[config.mk]
export PLATFORM = sky130hd
export DESIGN_NAME = zdis_top
export DESIGN_NICKNAME = d
export VERILOG_FILES = /design/src/design/zdis_sync2.v /design/src/design/zdis_top.v
export VERILOG_INCLUDE_DIRS = /design/src /design/src/design
export SDC_FILE = /design/constraint.sdc
export NUM_CORES = 1
export LEC_CHECK = 0
export BUFFER_PORTS_ARGS = -buffer_cell sky130_fd_sc_hd__buf_2
export CORE_AREA = 4 4 68 70
export CTS_CLUSTER_DIAMETER = 150
export DETAILED_ROUTE_END_ITERATION = 10
export DIE_AREA = 0 0 72 74
export GPL_ROUTABILITY_DRIVEN = 0
export GPL_TIMING_DRIVEN = 0
export PLACE_DENSITY_LB_ADDON = 0.2
export SLEW_MARGIN = 10
export SYNTH_ARGS = -nofsm -noshare
export SYNTH_HDL_FRONTEND = slang
export SYNTH_SLANG_ARGS = --single-unit
[constraint.sdc]
create_clock -name CLOCK -period 1.14 [get_ports CLOCK]
set_input_delay 0.114 -clock CLOCK [delete_from_list [all_inputs] [get_ports CLOCK]]
set_output_delay 0.114 -clock CLOCK [all_outputs]
set_load 0.005 [all_outputs]
[src/design/zdis_regs.vh]
// Register offsets, field positions, reset values and codes for the zero delay input select block.
// Assumes a byte-wide register port addressed by the 16-bit register address, included by bare name.
//
// Notes on behaviour
// Zero delay operation runs only while the enable bit is 1; reset value is 0.
// When enabled, internal PLL feedback opens and the external feedback input is used.
// Zero delay mode never chooses inputs automatically; pins or registers choose manually.
// Choice-source bit 0 selects pins, 1 selects a register field; reset is 0.
// Zero delay choice code 0,1,2 picks inputs 0,1,2; code 3 reserved.
// Enabled with register control uses the zero delay field, ignoring pins and normal register.
// Choice source resolves from enable and source bits per the four-entry table.
// While zero delay operation is active, input switching is never hitless.
// Twelve-bit force-on field over two registers; 0x800 keeps feedback driver on.
// Reserved code 3 under register control keeps the previously selected input.
`ifndef ZDIS_REGS_VH
`define ZDIS_REGS_VH

`define ZDIS_ADDR_FORCE_LO 16'h013F
`define ZDIS_ADDR_FORCE_HI 16'h0140
`define ZDIS_ADDR_ZD_CTRL 16'h0487
`define ZDIS_ADDR_SRC_CTRL 16'h052A

`define ZDIS_RST_FORCE_LO 8'h00
`define ZDIS_RST_FORCE_HI 4'h0
`define ZDIS_RST_ZD_CTRL 3'h0
`define ZDIS_RST_SRC_CTRL 1'h0

`define ZDIS_BIT_ZD_EN 0
`define ZDIS_BIT_CHOICE_LSB 1
`define ZDIS_BIT_CHOICE_MSB 2
`define ZDIS_BIT_SRC 0

`define ZDIS_FORCE_FEEDBACK 12'h800
`define ZDIS_FEEDBACK_BIT 11
`define ZDIS_CHOICE_RESERVED 2'h3
`define ZDIS_INPUT_RESET 2'h0

`endif

[src/design/zdis_sync2.v]
// Two-flop synchroniser for a bus of asynchronous pin levels.
// Assumes the destination clock and an asynchronous active-low reset.
`timescale 1ns/1ps
module zdis_sync2 #(
  parameter WIDTH = 2
) (
  // Clock and reset
  input wire clk,
  input wire rst_n,
  // Data
  input wire [WIDTH-1:0] d,
  output reg [WIDTH-1:0] q
);
  reg [WIDTH-1:0] meta;

  // First stage feeds only the second stage
  always @(posedge clk or negedge rst_n) begin
    if (!rst_n) begin
      meta <= {WIDTH{1'b0}};
      q <= {WIDTH{1'b0}};
    end else begin
      meta <= d;
      q <= meta;
    end
  end
endmodule // zdis_sync2

[src/design/zdis_top.v]
// Zero delay mode control: register bank, input clock choice and feedback controls.
// Assumes a synchronous byte register port on CLOCK; select pins are asynchronous.
`timescale 1ns/1ps
`include "zdis_regs.vh"
module zdis_top (
  // Clock and reset
  input wire CLOCK,
  input wire RSTN,
  // Register port
  input wire [15:0] REG_ADDR,
  input wire REG_WR,
  input wire [7:0] REG_WDATA,
  input wire REG_RD,
  output reg [7:0] REG_RDATA,
  // Input choice pins
  input wire INPUT_CHOICE_PIN_HI,
  input wire INPUT_CHOICE_PIN_LO,
  // Normal input choice from the rest of the device
  input wire [1:0] NORMAL_INPUT_CHOICE,
  // Clock path controls
  output reg [1:0] SELECTED_INPUT,
  output reg ZERO_DELAY_MODE,
  output reg USE_EXTERNAL_FEEDBACK,
  output reg INTERNAL_FEEDBACK_OPEN,
  output reg AUTO_SELECT_ALLOWED,
  output reg HITLESS_SWITCH_ALLOWED,
  output reg [11:0] OUTPUT_FORCE_ON_MASK,
  output reg FEEDBACK_OUTPUT_DRIVER_ON
);

  ////////////////////////////////////////////////////////////////////////////
  // Registers
  reg [7:0] output_force_on_low;
  reg [3:0] output_force_on_high;
  reg [2:0] zero_delay_control;
  reg input_choice_source;
  wire [1:0] pin_choice;
  wire zero_delay_enable;
  wire [1:0] zero_delay_input_choice;
  reg [1:0] next_selected;
  reg [7:0] next_rdata;
  // Write strobes, one per mapped register
  wire wr_force_lo;
  wire wr_force_hi;
  wire wr_zd_ctrl;
  wire wr_src_ctrl;
  // Which control governs the input choice
  localparam GOV_PINS = 2'b00;
  localparam GOV_NORMAL = 2'b01;
  localparam GOV_ZD_FIELD = 2'b10;
  reg [1:0] governing_source;
  // Next values of the clock path controls
  reg next_zero_delay_mode;
  reg next_use_external_feedback;
  reg next_internal_feedback_open;
  reg next_auto_select_allowed;
  reg next_hitless_switch_allowed;
  reg [11:0] next_force_on_mask;
  reg next_feedback_driver_on;

  assign zero_delay_enable = zero_delay_control[`ZDIS_BIT_ZD_EN];
  assign zero_delay_input_choice = zero_delay_control[`ZDIS_BIT_CHOICE_MSB:`ZDIS_BIT_CHOICE_LSB];
  // Unmapped addresses raise no strobe, so such writes are dropped
  assign wr_force_lo = REG_WR && (REG_ADDR == `ZDIS_ADDR_FORCE_LO);
  assign wr_force_hi = REG_WR && (REG_ADDR == `ZDIS_ADDR_FORCE_HI);
  assign wr_zd_ctrl = REG_WR && (REG_ADDR == `ZDIS_ADDR_ZD_CTRL);
  assign wr_src_ctrl = REG_WR && (REG_ADDR == `ZDIS_ADDR_SRC_CTRL);

  ////////////////////////////////////////////////////////////////////////////
  // Register writes
  // One process per register, so a stray strobe cannot disturb its neighbours
  always @(posedge CLOCK or negedge RSTN) begin
    if (!RSTN) begin
      output_force_on_low <= `ZDIS_RST_FORCE_LO;
    end else if (wr_force_lo) begin
      output_force_on_low <= REG_WDATA;
    end
  end

  // Upper nibble of the write data is dropped
  always @(posedge CLOCK or negedge RSTN) begin
    if (!RSTN) begin
      output_force_on_high <= `ZDIS_RST_FORCE_HI;
    end else if (wr_force_hi) begin
      output_force_on_high <= REG_WDATA[3:0];
    end
  end

  always @(posedge CLOCK or negedge RSTN) begin
    if (!RSTN) begin
      zero_delay_control <= `ZDIS_RST_ZD_CTRL;
    end else if (wr_zd_ctrl) begin
      zero_delay_control <= REG_WDATA[2:0];
    end
  end

  always @(posedge CLOCK or negedge RSTN) begin
    if (!RSTN) begin
      input_choice_source <= `ZDIS_RST_SRC_CTRL;
    end else if (wr_src_ctrl) begin
      input_choice_source <= REG_WDATA[`ZDIS_BIT_SRC];
    end
  end

  ////////////////////////////////////////////////////////////////////////////
  // Read back

  // Unmapped addresses and unused bits read as zero
  always @* begin
    next_rdata = 8'h00;
    case (REG_ADDR)
      `ZDIS_ADDR_FORCE_LO: next_rdata = output_force_on_low;
      `ZDIS_ADDR_FORCE_HI: next_rdata = {4'h0, output_force_on_high};
      `ZDIS_ADDR_ZD_CTRL: next_rdata = {5'h00, zero_delay_control};
      `ZDIS_ADDR_SRC_CTRL: next_rdata = {7'h00, input_choice_source};
      default: next_rdata = 8'h00;
    endcase
  end

  always @(posedge CLOCK or negedge RSTN) begin
    if (!RSTN) begin
      REG_RDATA <= 8'h00;
    end else if (REG_RD) begin
      REG_RDATA <= next_rdata;
    end
  end

  ////////////////////////////////////////////////////////////////////////////
  // Pin synchronisation
  zdis_sync2 #(
    .WIDTH(2)
  ) u_pin_sync (
    .clk(CLOCK),
    .rst_n(RSTN),
    .d({INPUT_CHOICE_PIN_HI, INPUT_CHOICE_PIN_LO}),
    .q(pin_choice)
  );

  ////////////////////////////////////////////////////////////////////////////
  // Input choice
  // Pins can still reach code 3; downstream treats that as the pin's own choice
  always @* begin
    governing_source = GOV_PINS;
    case ({zero_delay_enable, input_choice_source})
      2'b00: governing_source = GOV_PINS;
      2'b01: governing_source = GOV_NORMAL;
      2'b10: governing_source = GOV_PINS;
      2'b11: governing_source = GOV_ZD_FIELD;
      default: governing_source = GOV_PINS;
    endcase
  end

  always @* begin
    next_selected = SELECTED_INPUT;
    case (governing_source)
      GOV_PINS: next_selected = pin_choice;
      GOV_NORMAL: next_selected = NORMAL_INPUT_CHOICE;
      GOV_ZD_FIELD: begin
        // Reserved code would pick the feedback input; hold instead
        if (zero_delay_input_choice != `ZDIS_CHOICE_RESERVED) begin
          next_selected = zero_delay_input_choice;
        end
      end
      default: next_selected = SELECTED_INPUT;
    endcase
  end

  always @(posedge CLOCK or negedge RSTN) begin
    if (!RSTN) begin
      SELECTED_INPUT <= `ZDIS_INPUT_RESET;
    end else begin
      SELECTED_INPUT <= next_selected;
    end
  end

  ////////////////////////////////////////////////////////////////////////////
  // Mode and feedback controls
  // A register stage keeps each control free of decode glitches at the clock path
  always @* begin
    next_zero_delay_mode = zero_delay_enable;
    next_use_external_feedback = zero_delay_enable;
    next_internal_feedback_open = zero_delay_enable;
    next_auto_select_allowed = ~zero_delay_enable;
    next_hitless_switch_allowed = ~zero_delay_enable;
    next_force_on_mask = {output_force_on_high, output_force_on_low};
    next_feedback_driver_on = next_force_on_mask[`ZDIS_FEEDBACK_BIT];
  end

  always @(posedge CLOCK or negedge RSTN) begin
    if (!RSTN) begin
      ZERO_DELAY_MODE <= 1'b0;
      USE_EXTERNAL_FEEDBACK <= 1'b0;
      INTERNAL_FEEDBACK_OPEN <= 1'b0;
    end else begin
      ZERO_DELAY_MODE <= next_zero_delay_mode;
      USE_EXTERNAL_FEEDBACK <= next_use_external_feedback;
      INTERNAL_FEEDBACK_OPEN <= next_internal_feedback_open;
    end
  end

  // Outside the mode, automatic and hitless switching stay available
  always @(posedge CLOCK or negedge RSTN) begin
    if (!RSTN) begin
      AUTO_SELECT_ALLOWED <= 1'b1;
      HITLESS_SWITCH_ALLOWED <= 1'b1;
    end else begin
      AUTO_SELECT_ALLOWED <= next_auto_select_allowed;
      HITLESS_SWITCH_ALLOWED <= next_hitless_switch_allowed;
    end
  end

  ////////////////////////////////////////////////////////////////////////////
  // Output force-on mask
  // The two halves are written apart, so the mask may show a mixed value until the second half is written
  always @(posedge CLOCK or negedge RSTN) begin
    if (!RSTN) begin
      OUTPUT_FORCE_ON_MASK <= {`ZDIS_RST_FORCE_HI, `ZDIS_RST_FORCE_LO};
      FEEDBACK_OUTPUT_DRIVER_ON <= 1'b0;
    end else begin
      OUTPUT_FORCE_ON_MASK <= next_force_on_mask;
      FEEDBACK_OUTPUT_DRIVER_ON <= next_feedback_driver_on;
    end
  end
endmodule // zdis_top

==> results of run 1 <==
## critical path, stage by stage
cell	delay, ns
buf_6	0.09
or3_4	0.37
or4_4	0.53
nor4_4	0.18
buf_6	0.17
nand2_4	0.06
mux2_2	0.27
## area by class of cell
cell class,count,share of cell area
buffer,4,0.0110
clock buffer,6,0.0303
clock inverter,2,0.00522
inverter,8,0.0125
multi-input combinational,68,0.266
sequential,44,0.460
tap,50,0.0261
timing repair buffer,70,0.189
## Yosys cell counts
| cell type | count |
|---|---|
| nor2_1 | 7 |
| or4b_1 | 1 |
| nand2_1 | 4 |
| dfrtp_1 | 43 |
| nand3_1 | 5 |
| nor4_4 | 2 |
| dfstp_2 | 1 |
| nand4b_1 | 2 |
| a221oi_1 | 4 |
| and2_1 | 1 |
| buf_4 | 5 |
| nor3_2 | 1 |
| o21ai_0 | 5 |
| nand2b_1 | 1 |
| or3_4 | 1 |
| inv_1 | 8 |
| clkbuf_1 | 1 |
| nand2_2 | 2 |
| a32oi_1 | 1 |
| o211ai_1 | 1 |
| and4b_1 | 1 |
| or4_4 | 2 |
| a211oi_1 | 4 |
| mux2_2 | 16 |
| nor4b_1 | 2 |
| or4_1 | 1 |
| a21boi_0 | 1 |
| a21oi_1 | 3 |
## kinds of logic after synthesis
logic type      after synthesis  synth area share
buf+inv                      14            0.0414
flops                        44             0.640
compound gates               19            0.0748
mux                          16             0.105
simple gates                 33             0.139
## repair_timing
item	in CTS	in global routing
resized for setup	10	11
hold endpoints to repair	45	0
hold buffers	2	0
setup endpoints to repair	24	26
pin swaps	10	9
buffers inserted	7	3
## metal layers
layer	GRT usage	wire (um)
met4	0.104	99
met1	0.186	1460
met3	0.0608	275
met2	0.263	1970
met5	0	0
## how the worst min path moves through the flow
stage	to	slack, ns	cells after the start
after floorplan	FEEDBACK_OUTPUT_DRIVER_ON	-0.18	0
after global placement	u_pin_sync.meta[1]	0.22	1
after detailed placement	u_pin_sync.meta[0]	0.23	1
after CTS	zero_delay_control[1]	-0.02	1
after global routing	output_force_on_low[6]	0.04	2
final	output_force_on_low[3]	-0.04	1
## registers in the layout, indices dropped and copies added (netlist names)
signal and flops:
OUTPUT_FORCE_ON_MASK 11, REG_RDATA 8, output_force_on_low 8, output_force_on_high 4, zero_delay_control 3, SELECTED_INPUT 2
u_pin_sync.meta 2, u_pin_sync.q 2, FEEDBACK_OUTPUT_DRIVER_ON 1, HITLESS_SWITCH_ALLOWED 1, INTERNAL_FEEDBACK_OPEN 1, input_choice_source 1
## where the power goes
group	switching (mW)	leakage (nW)	internal [mW]
Clock	0.511	0.0412	0.428
Combinational	0.103	0.602	0.0885
Sequential	0.00743	0.594	1.58
## stage by stage
| stage | TNS [ns] | setup WS [ns] |
|---|---|---|
| after CTS | -7.62 | -0.472 |
| after detailed placement | -17.16 | -0.864 |
| after floorplan | -11.49 | -0.623 |
| final | -7.57 | -0.465 |
| after global routing | -8.16 | -0.477 |
| after global placement | -16.32 | -0.832 |
==> run metrics, run 1 <==
status=finished, violations left; failing checks=negative hold slack, negative setup slack; Net count, final=233; DR vias=1286; # fillers=326; Max-cap violations=0; H-tree Lvls=2; total power=2.72 mW; total global-route track usage=0.164; vias in the first global route=1356; gr ovfl total=0; DRT antenna net count=0; R2R Setup Slk=0.16 ns; final setup fails=24; Die ar.=5330 um2; Final Cycle Share=1.41; Avg Inst Size Synth=13.7 um2; CP max FO=5; Multi-input gate area=637 um2; crit path to=zero_delay_control[1]; pwr/cell area=1130 nW/um2; WP data required=1.33 ns; dpl cells=235; Yosys reg bits=44; largest net degree at the start of global routing=45; CTS buffer count=5; Slew Limit Fails=0; clock transition at the registers of the reported paths=0.08 ns; worst reg2reg path depth=4; CTS tree=yes; first-pass GRT wire length=6510 um; final instance area=2390 um2; Setup CP Type=primary input to flip-flop; DP Area=2140 um2; RR Endpoint=SELECTED_INPUT[1]; RSZ-0062 raised after global routing=true; Arrival @ worst endpoint=1.79 ns; post-synthesis net count=158; commonest cells after routing, fill and taps aside=buf_2 (53), dfrtp_1 (43), mux2_2 (15); Yosys cell types=28; first-iteration detailed-routing DRC count=53; clock root cell=clkbuf_8; Clock Path Buffers=2; FMAX=623 MHz; Area contributors post-synth=dfrtp_1 (62%), mux2_2 (10%), nor4_4 (2.5%), buf_4 (2.2%), a221oi_1 (2.0%); antenna violations before repair=0; chip width=72 um; Non-Filler Instances=252; most common cell after layout, fill and taps aside=buf_2; area of the core=3970 um2; total wire length=3810 um; Static Leak=1.24 nW; # rows=23; port buffer count=59; storage element area=1100 um2; cell accounting for the most synthesized area=dfrtp_1; Peak supply drop=0.860 mV; HP Class=primary input to async pin; latest clock arrival within the worst-skew pair=0.30 ns; Yosys warnings=0; CP startpoint=REG_ADDR[3]; CP endpoint kind=flip-flop; chip height=74 um; Pre-antenna DRT Iters=4; DP HPWL=2840 um; final worst-path setup slack=-0.465 ns; cells after synthesis=126; P&R area growth vs syn=39.0%; Max transition margin=0.365; r2r startpoint=zero_delay_control[1]; register area share after synthesis=0.640; Ports=60; Layout Skew=0.00734 ns; Slew @ Worst Pin=0.952 ns; clk sinks=44; Final Hold Vio Count=43; Startpoint Class=primary input; post-layout util=0.603; layout cells sized above 1=0.564; initial core utilization=0.434; WL per Instance=15.1 um; Yosys top cell area share=0.625; via/cell ratio=5.10; mapped cell area=1720 um2; final hold slack=-0.0369 ns; Tmin final=1.60 ns; Residual DRC=0; Inserted Diodes=0
Note: power is estimated with default switching activity, not from simulation.
==> inputs of run 2 (changes only) <==
--- a/config.mk
+++ b/config.mk
@@ -7,10 +7,10 @@
 export NUM_CORES = 1
 export LEC_CHECK = 0
 export BUFFER_PORTS_ARGS = -buffer_cell sky130_fd_sc_hd__buf_2
-export CORE_AREA = 4 4 68 70
+export CORE_AREA = 4 4 65 67
 export CTS_CLUSTER_DIAMETER = 150
 export DETAILED_ROUTE_END_ITERATION = 10
-export DIE_AREA = 0 0 72 74
+export DIE_AREA = 0 0 69 71
 export GPL_ROUTABILITY_DRIVEN = 0
 export GPL_TIMING_DRIVEN = 0
 export PLACE_DENSITY_LB_ADDON = 0.2
==> run 2 against run 1 <==
Against the previous run: the flow still finishes with violations (negative hold slack, negative setup slack); largest power group unchanged; register-to-register slack lost 0.05 ns; maximum frequency grew 6.4%; cell count shrank 0.40%; critical path depth is the same.
==> run metrics, run 2 (synthesis gave the netlist of run 1 again) <==
CTS buffer count=5; gr ovfl total=0; status=finished, violations left; CP max FO=5; WL per Instance=15.4 um; latest clock arrival within the worst-skew pair=0.29 ns; via/cell ratio=5.19; R2R Setup Slk=0.11 ns; Multi-input gate area=637 um2; Slew @ Worst Pin=0.925 ns; # rows=22; antenna violations before repair=0; worst reg2reg path depth=2; CP endpoint kind=flip-flop; WP data required=1.33 ns; Static Leak=1.25 nW; clk sinks=44; Die ar.=4900 um2; DR vias=1303; Slew Limit Fails=0; first-iteration detailed-routing DRC count=54; clock root cell=clkbuf_8; Inserted Diodes=0; first-pass GRT wire length=6670 um; Largest regs=OUTPUT_FORCE_ON_MASK: 11 flops, REG_RDATA: 8 flops, output_force_on_low: 8 flops; final hold slack=-0.0450 ns; DP HPWL=2730 um; Max transition margin=0.384; max FFs per register=11; failing checks=negative hold slack, negative setup slack; commonest cells after routing, fill and taps aside=buf_2 (53), dfrtp_1 (43), mux2_2 (16); RR Endpoint=REG_RDATA[1]; largest net degree at the start of global routing=45; final setup fails=24; pwr/cell area=1140 nW/um2; HP Class=primary input to async pin; Final Hold Vio Count=43; chip width=69 um; layout cells sized above 1=0.576; area of the core=3630 um2; clock transition at the registers of the reported paths=0.08 ns; Clock Path Buffers=2; Ports=60; DP Area=2130 um2; Net count, final=234; H-tree Lvls=2; total wire length=3860 um; FMAX=663 MHz; Layout Skew=0.00516 ns; vias in the first global route=1345; Peak supply drop=0.671 mV; Largest Register=OUTPUT_FORCE_ON_MASK; CTS tree=yes; Tmin final=1.51 ns; port buffer count=59; initial core utilization=0.474; Arrival @ worst endpoint=1.69 ns; Final Cycle Share=1.32; r2r startpoint=output_force_on_high[1]; RSZ-0062 raised after global routing=true; DRT antenna net count=0; chip height=71 um; total global-route track usage=0.174; Startpoint Class=primary input; final worst-path setup slack=-0.368 ns; most common cell after layout, fill and taps aside=buf_2; Setup CP Type=primary input to flip-flop; post-layout util=0.655; P&R area growth vs syn=38.1%; Pre-antenna DRT Iters=4; Residual DRC=0; storage element area=1100 um2; Max-cap violations=0; final instance area=2380 um2; # fillers=297
-- run 2: changes by cell type in the layout (fill, tap and decap cells not counted), sizes merged --
cell / change
buf: +1
-- run 2: worst max path at each step --
stage	from	to	slack, ns	depth (start not counted)
after floorplan	REG_ADDR[5]	zero_delay_control[0]	-0.62	5
after global placement	REG_ADDR[5]	zero_delay_control[2]	-0.84	6
after detailed placement	REG_ADDR[5]	zero_delay_control[1]	-0.87	6
after CTS	REG_ADDR[3]	zero_delay_control[0]	-0.47	7
after global routing	REG_ADDR[3]	zero_delay_control[0]	-0.39	7
final	REG_ADDR[3]	zero_delay_control[1]	-0.37	7
-- run 2: repair_timing --
item,CTS,global route
pin swaps,10,7
buffers inserted,9,1
hold endpoints to repair,45,0
gates resized for setup,9,9
endpoints found under the setup margin,25,25
hold buffers,2,0
gates cloned,0,0
-- run 2: critical path: stages --
cell     delay [ns]
buf_6          0.09
or3_4          0.38
or4_4          0.44
nor4_4         0.14
buf_4          0.19
nand2_4        0.06
mux2_2         0.27
-- run 2: area by class of cell --
type / count / share of cell area
Clock inverter: 2 / 0.00526
Timing Repair Buffer: 71 / 0.185
Sequential cell: 44 / 0.463
Multi-Input combinational cell: 68 / 0.268
Inverter: 8 / 0.0126
Clock buffer: 6 / 0.0305
Tap cell: 48 / 0.0252
Buffer: 4 / 0.0110
-- run 2: power by group --
part	total (mW)	switching [mW]	leakage [nW]	internal (mW)
Clock	0.930	0.502	0.0412	0.428
Sequential	1.58	0.00720	0.594	1.58
Combinational	0.195	0.105	0.615	0.0895
Total	2.71	0.614	1.25	2.10
-- run 2: layer usage --
metal	global-route usage	up-vias	share of wire
li1	-	605	-
met1	0.205	650	0.39
met2	0.293	41	0.53
met3	0.0540	7	0.067
met4	0.0781	0	0.016
met5	0	-	0
-- run 2: metrics by stage --
step                      setup slack, ns  TNS (ns)  cells  hold slack (ns)  total power, mW
after global placement             -0.841    -16.43    233            0.223             1.78
after CTS                          -0.474     -7.14    252          -0.0136             2.74
after detailed placement           -0.871    -17.09    233            0.224             1.79
after global routing               -0.389     -7.92    251           0.0328             2.84
after floorplan                    -0.623    -11.49    126           -0.182             1.66
final                              -0.368     -7.00    251          -0.0450             2.71
